<file path="src/common/acb_pkg.sv">
// command block decoder package: offsets, field positions, states and carriers
// assumes AXI4-Lite byte addressing with 32-bit data
package acb_pkg;

  // ==========================================================
  // register offsets (byte addresses)
  localparam logic [7:0] OFS_CTRL   = 8'h00;
  localparam logic [7:0] OFS_CMD    = 8'h04;
  localparam logic [7:0] OFS_STATUS = 8'h08;
  localparam logic [7:0] OFS_CB0    = 8'h10;
  localparam logic [7:0] OFS_CB3    = 8'h1C;
  localparam logic [7:0] OFS_RB0    = 8'h20;
  localparam logic [7:0] OFS_RB1    = 8'h24;

  // ==========================================================
  // field positions and reset values
  localparam int          CTRL_DEV_BIT    = 8;
  localparam int          CMD_GO_BIT      = 0;
  localparam logic [7:0]  CTRL_SIG_RESET  = 8'h00;
  localparam logic [7:0]  SUBCMD_ATA      = 8'h24;
  localparam int          ACT_IDENTIFY    = 7;
  localparam int          ACT_UDMA        = 6;
  localparam int          ACT_DEV_SRC     = 5;
  localparam int          ACT_HALT_DEV    = 4;
  localparam int          ACT_HALT_PHASE  = 3;
  localparam int          ACT_SKIP_POLL   = 2;
  localparam int          ACT_SEL_AFTER   = 1;
  localparam int          ACT_READBACK    = 0;
  localparam int          CB_ACTION       = 2;
  localparam int          CB_REGSEL       = 3;
  localparam int          CB_BLKCNT       = 4;
  localparam int          CB_WR_BASE      = 5;
  localparam int          CB_DEVICE       = 11;
  localparam int          DEVHEAD_DEV_BIT = 4;
  localparam int          BSY_BIT         = 7;
  localparam logic [2:0]  REG_ALTSTAT     = 3'h0;
  localparam logic [2:0]  REG_DEVHEAD     = 3'h6;
  localparam logic [2:0]  REG_LAST        = 3'h7;
  localparam logic [8:0]  BLK_ZERO_MEANS  = 9'h100;
  localparam logic [1:0]  RESP_OKAY       = 2'b00;
  localparam logic [1:0]  RESP_SLVERR     = 2'b10;

  // ==========================================================
  // sequencer states
  typedef enum logic [3:0] {
    ST_IDLE      = 4'b0000,
    ST_CHECK     = 4'b0001,
    ST_POLL_REQ  = 4'b0010,
    ST_POLL_WAIT = 4'b0011,
    ST_ACC_REQ   = 4'b0100,
    ST_ACC_WAIT  = 4'b0101,
    ST_SEL_REQ   = 4'b0110,
    ST_SEL_WAIT  = 4'b0111,
    ST_XFER      = 4'b1000,
    ST_XFER_WAIT = 4'b1001,
    ST_DONE      = 4'b1010
  } acb_state_t;

  // ==========================================================
  // carriers toward the taskfile engine and the data mover
  typedef struct packed {
    logic       we;
    logic [2:0] reg_idx;
    logic [7:0] wdata;
  } acb_tf_req_t;

  typedef struct packed {
    logic       udma;
    logic       identify;
    logic       halt_dev;
    logic       halt_phase;
    logic [8:0] sectors;
  } acb_xfer_req_t;

endpackage : acb_pkg

</file>
<file path="src/core/acb_decoder.sv">
// command block decoder: AXI4-Lite registers plus taskfile access sequencer
// assumes taskfile engine and data mover run on aclk; usb speed pin is async
//
// Summary of operation
// - only full speed 12 Mbit/s and high speed 480 Mbit/s are reported
// - block is an ATA command block only if first two bytes match signature
// - byte 0 must equal configured signature byte
// - action bit 7 flags identify data phase; host sets it only then
// - action bit 6 picks PIO (0) or Ultra DMA (1) transfers
// - action bit 5 picks device bit from config or byte 0x0B bit 4
// - action bits 4:3 choose halting on device and phase errors
// - action bit 2 clear means poll alternate status until not busy
// - action bit 1 puts device selection before or after the command write
// - action bit 0 reads selected registers only, eight bytes, zeros elsewhere
// - readback bytes 0..7 follow register order alt status through status
// - byte 3 selects registers, accessed in ascending bit order
// - block count must be 0 or a power of two 1,2,4,..,128; zero means 256; else fail
// - bytes 5..12 hold write values device control through command
// - unselected write bytes are never used
// - non-ATA blocks go to the storage command translator
`timescale 1ns/1ps
module acb_decoder
  import acb_pkg::*;
(
  // clock and reset
  input  wire logic          aclk,
  input  wire logic          aresetn,
  // axi4-lite write address and data
  input  wire logic [7:0]    s_axi_awaddr,
  input  wire logic          s_axi_awvalid,
  output logic               s_axi_awready,
  input  wire logic [31:0]   s_axi_wdata,
  input  wire logic [3:0]    s_axi_wstrb,
  input  wire logic          s_axi_wvalid,
  output logic               s_axi_wready,
  output logic [1:0]         s_axi_bresp,
  output logic               s_axi_bvalid,
  input  wire logic          s_axi_bready,
  // axi4-lite read
  input  wire logic [7:0]    s_axi_araddr,
  input  wire logic          s_axi_arvalid,
  output logic               s_axi_arready,
  output logic [31:0]        s_axi_rdata,
  output logic [1:0]         s_axi_rresp,
  output logic               s_axi_rvalid,
  input  wire logic          s_axi_rready,
  // usb speed indication from the phy pin
  input  wire logic          usb_high_speed_pin,
  // taskfile register access
  output logic               tf_req,
  output acb_tf_req_t        tf_cmd,
  input  wire logic          tf_done,
  input  wire logic [7:0]    tf_rdata,
  // data phase
  output logic               xfer_start,
  output acb_xfer_req_t      xfer_cmd,
  input  wire logic          xfer_done,
  input  wire logic          xfer_dev_err,
  input  wire logic          xfer_phase_err,
  // hand-off of other command blocks
  output logic               translate_req
);

  // ==========================================================
  // helpers
  function automatic logic blk_legal(input logic [7:0] c);
    blk_legal = (c & (c - 8'h01)) == 8'h00;
  endfunction : blk_legal

  function automatic logic [8:0] blk_sectors(input logic [7:0] c);
    blk_sectors = (c == 8'h00) ? BLK_ZERO_MEANS : {1'b0, c};
  endfunction : blk_sectors

  // ==========================================================
  // state
  logic [7:0]  cfg_sig;
  logic        cfg_dev;
  logic [7:0]  cb [0:15];
  logic [7:0]  rb [0:7];
  logic        st_busy;
  logic        st_done;
  logic        st_fail;
  logic        st_other;
  logic        st_halted;
  logic        hs_meta;
  logic        hs_sync;
  logic        go;
  acb_state_t  state;
  logic [2:0]  idx;

  logic [7:0]  act;
  logic [7:0]  rsel;
  logic [7:0]  dev_byte;
  logic        rdonly;
  logic        sel_after;
  logic        skip_idx;

  assign act       = cb[CB_ACTION];
  assign rsel      = cb[CB_REGSEL];
  assign rdonly    = act[ACT_READBACK];
  assign sel_after = act[ACT_SEL_AFTER] & ~rdonly;
  // device bit comes from config or the command block itself
  assign dev_byte  = {cb[CB_DEVICE][7:5],
                      act[ACT_DEV_SRC] ? cb[CB_DEVICE][DEVHEAD_DEV_BIT] : cfg_dev,
                      cb[CB_DEVICE][3:0]};
  // device/head write is deferred to after the command write
  assign skip_idx  = sel_after && (idx == REG_DEVHEAD);

  // ==========================================================
  // speed pin synchroniser
  always_ff @(posedge aclk) begin
    if (!aresetn) begin
      hs_meta <= 1'b0;
      hs_sync <= 1'b0;
    end else begin
      hs_meta <= usb_high_speed_pin;
      hs_sync <= hs_meta;
    end
  end

  // ==========================================================
  // axi write channel: address and data taken in either order
  logic        aw_held;
  logic        w_held;
  logic [7:0]  aw_addr;
  logic [31:0] w_data;
  logic [3:0]  w_strb;
  logic        wr_fire;
  logic        wr_hit;

  assign wr_fire = aw_held && w_held && !s_axi_bvalid;
  assign wr_hit  = (aw_addr == OFS_CTRL) || (aw_addr == OFS_CMD) ||
                   (aw_addr >= OFS_CB0 && aw_addr <= OFS_CB3 && aw_addr[1:0] == 2'b00);

  always_ff @(posedge aclk) begin
    if (!aresetn) begin
      aw_held       <= 1'b0;
      w_held        <= 1'b0;
      aw_addr       <= 8'h00;
      w_data        <= 32'h0000_0000;
      w_strb        <= 4'h0;
      s_axi_awready <= 1'b0;
      s_axi_wready  <= 1'b0;
      s_axi_bvalid  <= 1'b0;
      s_axi_bresp   <= RESP_OKAY;
    end else begin
      s_axi_awready <= !aw_held && !s_axi_awready && !s_axi_bvalid;
      s_axi_wready  <= !w_held && !s_axi_wready && !s_axi_bvalid;
      if (s_axi_awvalid && s_axi_awready) begin
        aw_held <= 1'b1;
        aw_addr <= s_axi_awaddr;
      end
      if (s_axi_wvalid && s_axi_wready) begin
        w_held <= 1'b1;
        w_data <= s_axi_wdata;
        w_strb <= s_axi_wstrb;
      end
      if (wr_fire) begin
        aw_held      <= 1'b0;
        w_held       <= 1'b0;
        s_axi_bvalid <= 1'b1;
        s_axi_bresp  <= wr_hit ? RESP_OKAY : RESP_SLVERR;
      end else if (s_axi_bvalid && s_axi_bready) begin
        s_axi_bvalid <= 1'b0;
      end
    end
  end

  // ==========================================================
  // software-written registers; block bytes frozen while busy
  assign go = wr_fire && (aw_addr == OFS_CMD) && w_strb[0] && w_data[CMD_GO_BIT] && !st_busy;

  always_ff @(posedge aclk) begin
    if (!aresetn) begin
      cfg_sig <= CTRL_SIG_RESET;
      cfg_dev <= 1'b0;
      for (int i = 0; i < 16; i++) begin
        cb[i] <= 8'h00;
      end
    end else if (wr_fire && !st_busy) begin
      if (aw_addr == OFS_CTRL) begin
        if (w_strb[0]) cfg_sig <= w_data[7:0];
        if (w_strb[1]) cfg_dev <= w_data[CTRL_DEV_BIT];
      end
      if (aw_addr >= OFS_CB0 && aw_addr <= OFS_CB3 && aw_addr[1:0] == 2'b00) begin
        for (int b = 0; b < 4; b++) begin
          if (w_strb[b]) begin
            cb[{aw_addr[3:2], 2'(b)}] <= w_data[8*b +: 8];
          end
        end
      end
    end
  end

  // ==========================================================
  // axi read channel
  logic [31:0] rd_word;
  logic        rd_hit;

  always_comb begin
    rd_word = 32'h0000_0000;
    rd_hit  = 1'b1;
    case (s_axi_araddr)
      OFS_CTRL:   rd_word = {23'h0, cfg_dev, cfg_sig};
      OFS_CMD:    rd_word = 32'h0000_0000;
      OFS_STATUS: rd_word = {26'h0, hs_sync, st_halted, st_other, st_fail, st_done, st_busy};
      8'h10:      rd_word = {cb[3], cb[2], cb[1], cb[0]};
      8'h14:      rd_word = {cb[7], cb[6], cb[5], cb[4]};
      8'h18:      rd_word = {cb[11], cb[10], cb[9], cb[8]};
      OFS_CB3:    rd_word = {cb[15], cb[14], cb[13], cb[12]};
      OFS_RB0:    rd_word = {rb[3], rb[2], rb[1], rb[0]};
      OFS_RB1:    rd_word = {rb[7], rb[6], rb[5], rb[4]};
      default:    rd_hit  = 1'b0;
    endcase
  end

  always_ff @(posedge aclk) begin
    if (!aresetn) begin
      s_axi_arready <= 1'b0;
      s_axi_rvalid  <= 1'b0;
      s_axi_rdata   <= 32'h0000_0000;
      s_axi_rresp   <= RESP_OKAY;
    end else begin
      s_axi_arready <= !s_axi_arready && !s_axi_rvalid;
      if (s_axi_arvalid && s_axi_arready) begin
        s_axi_rvalid <= 1'b1;
        s_axi_rdata  <= rd_word;
        s_axi_rresp  <= rd_hit ? RESP_OKAY : RESP_SLVERR;
      end else if (s_axi_rvalid && s_axi_rready) begin
        s_axi_rvalid <= 1'b0;
      end
    end
  end

  // ==========================================================
  // sequencer
  always_ff @(posedge aclk) begin
    if (!aresetn) begin
      state         <= ST_IDLE;
      idx           <= 3'h0;
      st_busy       <= 1'b0;
      st_done       <= 1'b0;
      st_fail       <= 1'b0;
      st_other      <= 1'b0;
      st_halted     <= 1'b0;
      tf_req        <= 1'b0;
      tf_cmd        <= '0;
      xfer_start    <= 1'b0;
      xfer_cmd      <= '0;
      translate_req <= 1'b0;
      for (int i = 0; i < 8; i++) begin
        rb[i] <= 8'h00;
      end
    end else begin
      xfer_start    <= 1'b0;
      translate_req <= 1'b0;
      case (state)
        ST_IDLE: begin
          if (go) begin
            st_busy   <= 1'b1;
            st_done   <= 1'b0;
            st_fail   <= 1'b0;
            st_other  <= 1'b0;
            st_halted <= 1'b0;
            idx       <= 3'h0;
            for (int i = 0; i < 8; i++) begin
              rb[i] <= 8'h00;
            end
            state <= ST_CHECK;
          end
        end
        ST_CHECK: begin
          if (cb[0] != cfg_sig || cb[1] != SUBCMD_ATA) begin
            st_other      <= 1'b1;
            translate_req <= 1'b1;
            state         <= ST_DONE;
          end else if (!blk_legal(cb[CB_BLKCNT])) begin
            st_fail <= 1'b1;
            state   <= ST_DONE;
          end else if (!act[ACT_SKIP_POLL]) begin
            state <= ST_POLL_REQ;
          end else begin
            state <= ST_ACC_REQ;
          end
        end
        ST_POLL_REQ: begin
          tf_req <= 1'b1;
          tf_cmd <= '{we: 1'b0, reg_idx: REG_ALTSTAT, wdata: 8'h00};
          state  <= ST_POLL_WAIT;
        end
        ST_POLL_WAIT: begin
          if (tf_done) begin
            tf_req <= 1'b0;
            state  <= tf_rdata[BSY_BIT] ? ST_POLL_REQ : ST_ACC_REQ;
          end
        end
        ST_ACC_REQ: begin
          if (rsel[idx] && !skip_idx) begin
            tf_req <= 1'b1;
            tf_cmd <= '{we: !rdonly, reg_idx: idx,
                        wdata: (idx == REG_DEVHEAD) ? dev_byte : cb[CB_WR_BASE + int'(idx)]};
            state  <= ST_ACC_WAIT;
          end else if (idx == REG_LAST) begin
            state <= rdonly ? ST_DONE : (sel_after && rsel[REG_DEVHEAD]) ? ST_SEL_REQ : ST_XFER;
          end else begin
            idx <= idx + 3'h1;
          end
        end
        ST_ACC_WAIT: begin
          if (tf_done) begin
            tf_req <= 1'b0;
            if (rdonly) begin
              rb[idx] <= tf_rdata;
            end
            if (idx == REG_LAST) begin
              state <= rdonly ? ST_DONE : (sel_after && rsel[REG_DEVHEAD]) ? ST_SEL_REQ : ST_XFER;
            end else begin
              idx   <= idx + 3'h1;
              state <= ST_ACC_REQ;
            end
          end
        end
        ST_SEL_REQ: begin
          tf_req <= 1'b1;
          tf_cmd <= '{we: 1'b1, reg_idx: REG_DEVHEAD, wdata: dev_byte};
          state  <= ST_SEL_WAIT;
        end
        ST_SEL_WAIT: begin
          if (tf_done) begin
            tf_req <= 1'b0;
            state  <= ST_XFER;
          end
        end
        ST_XFER: begin
          xfer_start <= 1'b1;
          xfer_cmd   <= '{udma:       act[ACT_UDMA],
                          identify:   act[ACT_IDENTIFY],
                          halt_dev:   !act[ACT_HALT_DEV],
                          halt_phase: !act[ACT_HALT_PHASE],
                          sectors:    blk_sectors(cb[CB_BLKCNT])};
          state      <= ST_XFER_WAIT;
        end
        ST_XFER_WAIT: begin
          if (xfer_done) begin
            if ((xfer_dev_err && xfer_cmd.halt_dev) || (xfer_phase_err && xfer_cmd.halt_phase)) begin
              st_halted <= 1'b1;
              st_fail   <= 1'b1;
            end
            state <= ST_DONE;
          end
        end
        ST_DONE: begin
          st_busy <= 1'b0;
          st_done <= 1'b1;
          state   <= ST_IDLE;
        end
        default: state <= ST_IDLE;
      endcase
    end
  end

endmodule : acb_decoder

</file>
<file path="config.mk">
export PLATFORM = sky130hd
export DESIGN_NAME = acb_decoder
export DESIGN_NICKNAME = d
export VERILOG_FILES = /design/src/common/acb_pkg.sv /design/src/core/acb_decoder.sv
export SDC_FILE = /design/constraint.sdc
export NUM_CORES = 1
export LEC_CHECK = 0
export CORE_MARGIN = 2
export CORE_UTILIZATION = 60
export CTS_BUF_LIST = sky130_fd_sc_hd__clkbuf_8
export DETAILED_ROUTE_END_ITERATION = 16
export DONT_BUFFER_PORTS = 1
export GPL_ROUTABILITY_DRIVEN = 1
export PLACE_DENSITY = 0.79
export SLEW_MARGIN = 0
export SYNTH_ARGS = -nofsm -noshare
export SYNTH_HDL_FRONTEND = slang
export SYNTH_SLANG_ARGS = --single-unit
</file>
<file path="constraint.sdc">
create_clock -name aclk -period 3 [get_ports aclk]
set_input_delay 0.6 -clock aclk [delete_from_list [all_inputs] [get_ports aclk]]
set_output_delay 0.6 -clock aclk [all_outputs]
set_load 0.03 [all_outputs]
</file>
== Yosys cells after proc, flatten, opt, wreduce, memory -nomap -nowiden ==
Memories as Yosys holds them, arrays and structs flattened.
Cells that the tools add are included.

* Add/subtract/negate cells: 3
* $lt $le $gt $ge: 3
* Equality and inequality tests: 36
* Muxes and demuxes: 105
* Bitwise logic cells: 12
* Reduce and logical (&&, ||, !) cells: 75

{| class="wikitable"
|+ Operator list
! cell !! number
|-
| $pmux W32 S8 || 1
|-
| $mux W8 || 14
|-
| $mux W4 || 16
|-
| $mux W1 || 53
|-
| $pmux W4 S10 || 1
|-
| $reduce_or A8 Y1 || 5
|-
| $pmux W12 S3 || 1
|-
| $eq A8 B5 Y1 const B || 4
|-
| $logic_not A8 Y1 || 4
|-
| $logic_and A1 B1 Y1 || 24
|-
| $ne A2 B2 Y1 const B || 11
|-
| $mux W3 || 7
|-
| $eq A4 B3 Y1 const B || 4
|-
| $eq A8 B3 Y1 const B || 2
|-
| $eq A8 B6 Y1 const B || 2
|-
| $eq A4 B4 Y1 const B || 3
|-
| $logic_not A1 Y1 || 12
|-
| $mux W12 || 1
|-
| $reduce_and A3 Y1 || 4
|-
| $reduce_and A6 Y1 || 2
|-
| $reduce_bool A3 Y1 || 4
|-
| $reduce_bool A2 Y1 || 5
|-
| $mux W9 || 1
|-
| $pmux W3 S3 || 1
|-
| 30 further kinds || 52
|}

* Register bits after elaboration: 138
* Memory bits (writable): 192
* Input bits: 72
* Output and inout port bits: 69
* Logic and storage cells: 271
* Memories: 2

{| class="wikitable"
|+ Memories
! memory !! depth !! bits a word !! rd ports !! clocked after Yosys merged registers in !! wr ports !! line !! source
|-
| cb || 16 || 8 || 17 || 0 || 16 || acb_decoder.sv:78 || <nowiki>logic [7:0] cb [0:15];</nowiki>
|-
| rb || 8 || 8 || 8 || 0 || 8 || acb_decoder.sv:79 || <nowiki>logic [7:0] rb [0:7];</nowiki>
|}

== Logic depth before layout (Yosys ltp) ==
Gate-level depths: netlist of the first run.

* Word-level depth: 12
* Gate-level depth with buffers: 15
* Mapped depth without buffers: 8

== Worst setup path after synthesis of the first run ==
No wires, ideal clock.

* Kind: register to register
* From: register idx[0]
* To: register tf_cmd[2] in the netlist's numbering
* Setup time: 116 ps
* Arrival: 2961 ps
* Required time: 2884 ps
* Setup slack: -77 ps
* Cell stages (with the launch flop): 16
* Buffers on the path: 7
* Clock period less this slack: 3077 ps
* Cell sequence: dfxtp_1 buf_6 buf_4 buf_4 buf_2 inv_1 ha_1 buf_2 buf_2 buf_2 mux4_2 mux2i_1 mux2i_1 a22oi_1 nand2_1 o211a_1

* Word-level cells in the longest chain between the ends: 6
* Elaborated cells between the ends (all ways): 13
* Those cells by class: add/sub (1); eq/ne (2); mux (5); reduce/logical (4); memory (1)

{| class="wikitable"
|+ Ends and longest elaborated chain
! item !! line !! source
|-
| start, declared || acb_decoder.sv:89 || <nowiki>logic [2:0] idx;</nowiki>
|-
| start signal, assigned || acb_decoder.sv:306 || <nowiki>idx <= idx + 3'h1;</nowiki>
|-
| start signal, assigned || acb_decoder.sv:318 || <nowiki>idx <= idx + 3'h1;</nowiki>
|-
| parallel branches: the longest is 6 deep, another holds $mem_v2 Z16 W8 || -- ||
|-
| end signal, assigned || acb_decoder.sv:288 || <nowiki>tf_cmd <= '{we: 1'b0, reg_idx: REG_ALTSTAT, wdata: 8'h00};</nowiki>
|-
| end signal, assigned || acb_decoder.sv:300 || <nowiki>tf_cmd <= '{we: !rdonly, reg_idx: idx,</nowiki>
|-
| end signal, assigned || acb_decoder.sv:325 || <nowiki>tf_cmd <= '{we: 1'b1, reg_idx: REG_DEVHEAD, wdata: dev_byte};</nowiki>
|-
| end, declared || acb_decoder.sv:51 || <nowiki>output acb_tf_req_t tf_cmd,</nowiki>
|}

Parallel ways; which one is timed is not known. The select of a mux whose other input is x is not followed.
A chain may end at the register's enable or synchronous reset.

==> metrics.yaml, run 1 <==
cts:
  ctsHoldBuffers: 0
  clock_latency_ns: 0.59
  cts_resized: 0
  cts_htree_levels: 2
  clk_pin_slew_worst_paths_ns: 0.06
  cts_max_path_buffers: 3
  cts_setup_buffers: 0
  cts_tree: "built"
  cts_made_buffers: 51
  root_buffer: "clkbuf_8"
  cts_num_sinks: 328
logic_synthesis:
  netlist.area_leader.share: 0.374
  syn_inst: 1356
  synth_ff_type: "edfxtp_1"
  synth-edff-count: 192
  synth_commonest_cells: "193 x and2_1, 192 x edfxtp_1, 156 x nand2_1"
  ys_warn_count: 0
  ys_top_cells_by_area: "edfxtp_1 37%, dfxtp_1 18%, and2_1 7.8%"
  async_reset_ff_frac: 0
  yosysMostFrequentCell: "and2_1"
  seq_area_frac_synth: 0.550
  synth_seq_cells: 328
  synth.largest_area_cell: "edfxtp_1"
  netlist_area_um2: 15400
  synth_cell_types: 79
  synth.avg_cell_area_um2: 11.4
worst_hold_path:
  hold_class: "input pin to flip-flop"
  holdPathStages: 1
final_layout:
  fill_cells: 1872
  drive_above_1_share: 0.135
  num_antenna_cells: 0
  final_cell_area_um2: 17000
  final_core_util: 0.676
  syn_to_final_growth_pct: 10.3
  nets: 1461
  final_cells: 1759
sta:
  setup_viol: 0
  finalCritPeriodShare: 0.887
  max_slew_margin: 0.218
  rsz0062_at_grt: "false"
  finClkSkew_ns: 0.0270
  tightestPinTransition_ns: 1.16
  fin_crit_ns: 2.66
  post-route-worst-setup-slack_ns: 0.340
  setup_tns_ns: 0
  clock.fmax_ghz: 0.376
  hold_viol: 0
  maxSlewViolCount: 0
critical_path:
  critical_path.max_fanout: 11
  r2r_cells: 5
  required_ns: 3.21
  cp-start-kind: "flip-flop"
  endpoint_kind: "flip-flop"
  worstSetupPathType: "flip-flop to flip-flop"
  cp_data_arrival_time_ns: 2.87
place:
  place_inst: 1663
  gp_congestion: 1.05
  portBuffers: 0
  dpl-instance-area_um2: 16000
  dp_hpwl_mm: 33.5
  pre_cts_ws_ns: 0.382
global_route:
  grt_pass1_vias: 10900
  antenna_found_initial: 1
  grt_max_degree: 150
  gr-usage-all-layers: 0.343
  grt_pass1_wl_mm: 68.1
  grt.overflow.total: 0
pwr:
  clkPwrFrac: 0.407
  switching_share: 0.243
  seqPwrFrac: 0.551
  ir_worst_vdd_mv: 0.379
  power_density_nw_per_um2: 550
  intPower_mw: 7.08
  p_sw_mw: 2.27
  leakage_nw: 6.13
  comb_power_share: 0.042
route:
  remaining_drc_errors: 0
  drt_wl_total_mm: 46.2
  drt_iter0_markers: 2097
  detail_route.wl_per_cell_um: 26.2
  drtPass1Iterations: 7
  num_vias: 11800
  avgViaCountPerCell: 6.71
  ant_nets: 0
status:
  status: "complete, no violations"
floorplan:
  dieArea_um2: 27000
  coreArea_um2: 25200
  num_rows: 58
  initial_core_util: 0.613
  die_w_um: 164
  die_h_um: 164
  pin_count: 141
job:
  max_cap_violations: 0
==> power by group through the flow <==
stage	logic [mW]	clock network, mW	registers (mW)
detailed placement	0.386	0	5.24
floorplan	0.297	0	5.14
CTS	0.389	3.83	5.14
global route	0.429	4.01	5.16
finish	0.394	3.80	5.15
global placement	0.376	0	5.23
==> cells in the final DEF, fill, tap and decap left out, types with 13 or more instances in the layout <==
master	count
a21boi_0	60
a21oi_1	38
a221oi_1	18
a222oi_1	13
a22o_1	22
a22oi_1	55
and2_1	193
buf_4	58
clkbuf_8	53
clkinv_1	13
dfxtp_1	135
edfxtp_1	192
inv_1	16
mux2i_1	33
mux4_2	33
nand2_1	156
nand2b_1	13
nand3_1	18
nand3b_1	13
nor2_1	44
nor2b_1	19
nor3_1	18
o211a_1	17
o21ai_0	55
o22a_1	13
==> final timing paths <==
path | slack, ns | endpoint | from
max | 0.34 | rb[5][6] | s_axi_bvalid
min | 0.14 | hs_meta | usb_high_speed_pin
max reg2reg | 0.34 | rb[5][6] | s_axi_bvalid
min reg2reg | 0.45 | s_axi_awready | aw_held
==> per-stage QoR <==
| step | power, mW | hold WS (ns) |
|---|---|---|
| floorplan | 5.44 | 0.412 |
| global placement | 5.61 | 0.433 |
| detailed placement | 5.62 | 0.441 |
| CTS | 9.36 | 0.114 |
| global route | 9.59 | 0.144 |
| finish | 9.35 | 0.140 |
==> sequential cells by signal (all words and copies together) (netlist names), 4 cells and up <==
name         count
rb              64
w_strb           4
s_axi_rdata     32
cb             128
aw_addr          8
state            4
tf_cmd          12
w_data          32
cfg_sig          8
xfer_cmd        13
==> logic make-up after synthesis <==
| group | share of synthesized area |
|---|---|
| AO/OA/AOI/OAI | 0.162 |
| adder cells (fa/ha/maj) | 0.00308 |
| other | 0.000243 |
| flip-flops | 0.550 |
| AND/OR/NAND/NOR | 0.179 |
| buffers and inverters | 0.0275 |
| multiplexers | 0.0737 |
| XOR/XNOR | 0.00454 |
==> worst max-delay path, stage by stage, from the launching register on <==
cell and delay [ns]:
dfxtp_1 0.42, nand3b_1 0.24, nand2b_1 0.21, or4_4 0.58
and2_1 0.33, o21ai_0 0.50
==> metal layers <==
metal	wire (um)	global-route usage	up-vias	part of all wire
met4	1940	0.140	2	0.042
met3	5980	0.0780	128	0.13
met2	20100	0.504	902	0.43
met1	18200	0.493	5660	0.39
li1	-	-	5112	-
met5	10	0	-	0.00022
==> layout make-up <==
| type | instances | area [um2] | share of cell area |
|---|---|---|---|
| clock buffer | 53 | 729 | 0.0429 |
| tap | 330 | 413 | 0.0243 |
| sequential | 328 | 8490 | 0.499 |
| timing repair buffer | 61 | 495 | 0.0291 |
| multi-input combinational | 938 | 6570 | 0.386 |
| clock inverter | 43 | 298 | 0.0175 |
| inverter | 6 | 22.5 | 0.00132 |
No activity file was read; power rests on OpenSTA's default activity.
==> inputs of run 2 (changes only) <==
--- a/config.mk
+++ b/config.mk
@@ -11,7 +11,7 @@
 export DETAILED_ROUTE_END_ITERATION = 16
 export DONT_BUFFER_PORTS = 1
 export GPL_ROUTABILITY_DRIVEN = 1
-export PLACE_DENSITY = 0.79
+export PLACE_DENSITY_LB_ADDON = 0.25
 export SLEW_MARGIN = 0
 export SYNTH_ARGS = -nofsm -noshare
 export SYNTH_HDL_FRONTEND = slang
==> metrics.yaml, run 2 (synthesis gave the netlist of run 1 again) <==
final_layout:
  mostFrequentLayoutCell: "and2_1"
  nets: 1463
  largestRegisters: "cb x128, rb x64"
  final_cells: 1761
  final_core_util: 0.675
  num_antenna_cells: 0
  largest_reg_flops: 128
  drive_above_1_share: 0.133
  final_cell_area_um2: 17000
  syn_to_final_growth_pct: 10.2
  layout_common_cells: "193 x and2_1, 192 x edfxtp_1, 156 x nand2_1, 135 x dfxtp_1"
  regMostFlops: "cb"
sta:
  max_slew_margin: 0.243
  setup_viol: 0
  hold_slack_ns: 0.138
  setup_tns_ns: 0
  hold_viol: 0
  tightestPinTransition_ns: 1.12
  fin_crit_ns: 2.65
  clock.fmax_ghz: 0.377
  finClkSkew_ns: 0.0253
  post-route-worst-setup-slack_ns: 0.346
  maxSlewViolCount: 0
  finalCritPeriodShare: 0.885
  rsz0062_at_grt: "false"
critical_path:
  cp_data_arrival_time_ns: 2.85
  path_cells: "nand3b_1 -> nand2b_1 -> or4_4 -> and2_1 -> o21ai_0"
  cp-start-kind: "flip-flop"
  worst_path_max_delay_cell: "or4_4"
  endpoint_kind: "flip-flop"
  critical_path.max_fanout: 11
  crit_path_max_incr_delay_ns: 0.59
  rr_startpoint: "s_axi_bvalid"
  worstSetupPathType: "flip-flop to flip-flop"
  startpoint: "s_axi_bvalid"
  required_ns: 3.20
place:
  dp_hpwl_mm: 34.2
  place_inst: 1664
  pre_cts_ws_ns: 0.370
  gp_congestion: 1.02
  portBuffers: 0
  dpl-instance-area_um2: 16000
global_route:
  grt_pass1_wl_mm: 67.4
  gr-usage-met1: 0.506
  grt_util_met3: 0.0765
  antenna_found_initial: 0
  grt-busiest-layer: "met1"
  grt.overflow.total: 0
  grt_max_degree: 150
  grtUsageMet2: 0.492
  gr-usage-all-layers: 0.345
  grt_pass1_vias: 10500
cts:
  cts_made_buffers: 52
  clk_pin_slew_worst_paths_ns: 0.06
  clock_latency_ns: 0.59
  root_buffer: "clkbuf_8"
  cts_setup_buffers: 0
  ctsHoldBuffers: 0
  cts_resized: 0
  cts_num_sinks: 328
  cts_tree: "built"
  cts_htree_levels: 2
  cts_max_path_buffers: 3
pwr:
  power_mw: 9.24
  leakage_nw: 6.13
  ir_worst_vdd_mv: 0.409
  power_density_nw_per_um2: 544
  comb_power_share: 0.042
  switching_share: 0.242
  p_sw_mw: 2.24
  seqPwrFrac: 0.558
  intPower_mw: 7.00
  clkPwrFrac: 0.400
route:
  drtPass1Iterations: 6
  detail_route.wl_per_cell_um: 26.2
  avgViaCountPerCell: 6.56
  drt_iter0_markers: 1866
  drt_wl_total_mm: 46.2
  num_vias: 11500
  ant_nets: 0
  remaining_drc_errors: 0
floorplan:
  dieArea_um2: 27000
  coreArea_um2: 25200
  num_rows: 58
  die_h_um: 164
  initial_core_util: 0.613
  die_w_um: 164
  pin_count: 141
status:
  status: "complete, no violations"
worst_hold_path:
  min_from: "aresetn"
  hold_class: "input pin to flip-flop"
job:
  max_cap_violations: 0
run 2: changes by cell type in the layout (fill, tap and decap cells not counted):
| cell | change |
|---|---|
| clkinv_4 | +1 |
| clkinv_1 | +1 |
| clkinvlp_4 | -1 |
| buf_12 | -1 |
| clkinv_2 | -6 |
| inv_1 | +4 |
| bufinv_16 | -2 |
| buf_4 | +2 |
| clkbuf_8 | +4 |
run 2: cell type report:
type	instances	area [um2]
inverters	6	22.5
well taps	330	413
multi-input cells	938	6570
fillers	1902	8190
flip-flops and latches	328	8490
clock buffers	57	785
repair buffers	62	490
clock inverters	40	228
run 2: worst paths after layout:
path | end | slack, ns | cells past startpoint
min reg2reg | s_axi_awready | 0.45 | 1
max | rb[5][4] | 0.35 | 5
max reg2reg | rb[5][4] | 0.35 | 5
min | tf_req | 0.14 | 1
run 2: routing by layer:
layer	share of wire	up-vias
li1	-	5130
met1	0.40	5472
met2	0.42	816
met3	0.13	128
met4	0.049	0
met5	0	-
run 2: worst max-delay path, delay by kind of cell, from the launching register on:
kind               cells  cell delay (ns)
DFF                    1             0.42
and+or+nand+nor        4             1.37
AOI/OAI and AO/OA      1             0.49
run 2: power by group through the flow:
stage / registers [mW] / logic, mW / clock network [mW]
5_1_grt: 5.16 / 0.424 / 3.91
3_5_place_dp: 5.24 / 0.385 / 0
3_3_place_gp: 5.24 / 0.376 / 0
6_report: 5.15 / 0.391 / 3.69
2_1_floorplan: 5.14 / 0.297 / 0
4_1_cts: 5.15 / 0.386 / 3.73
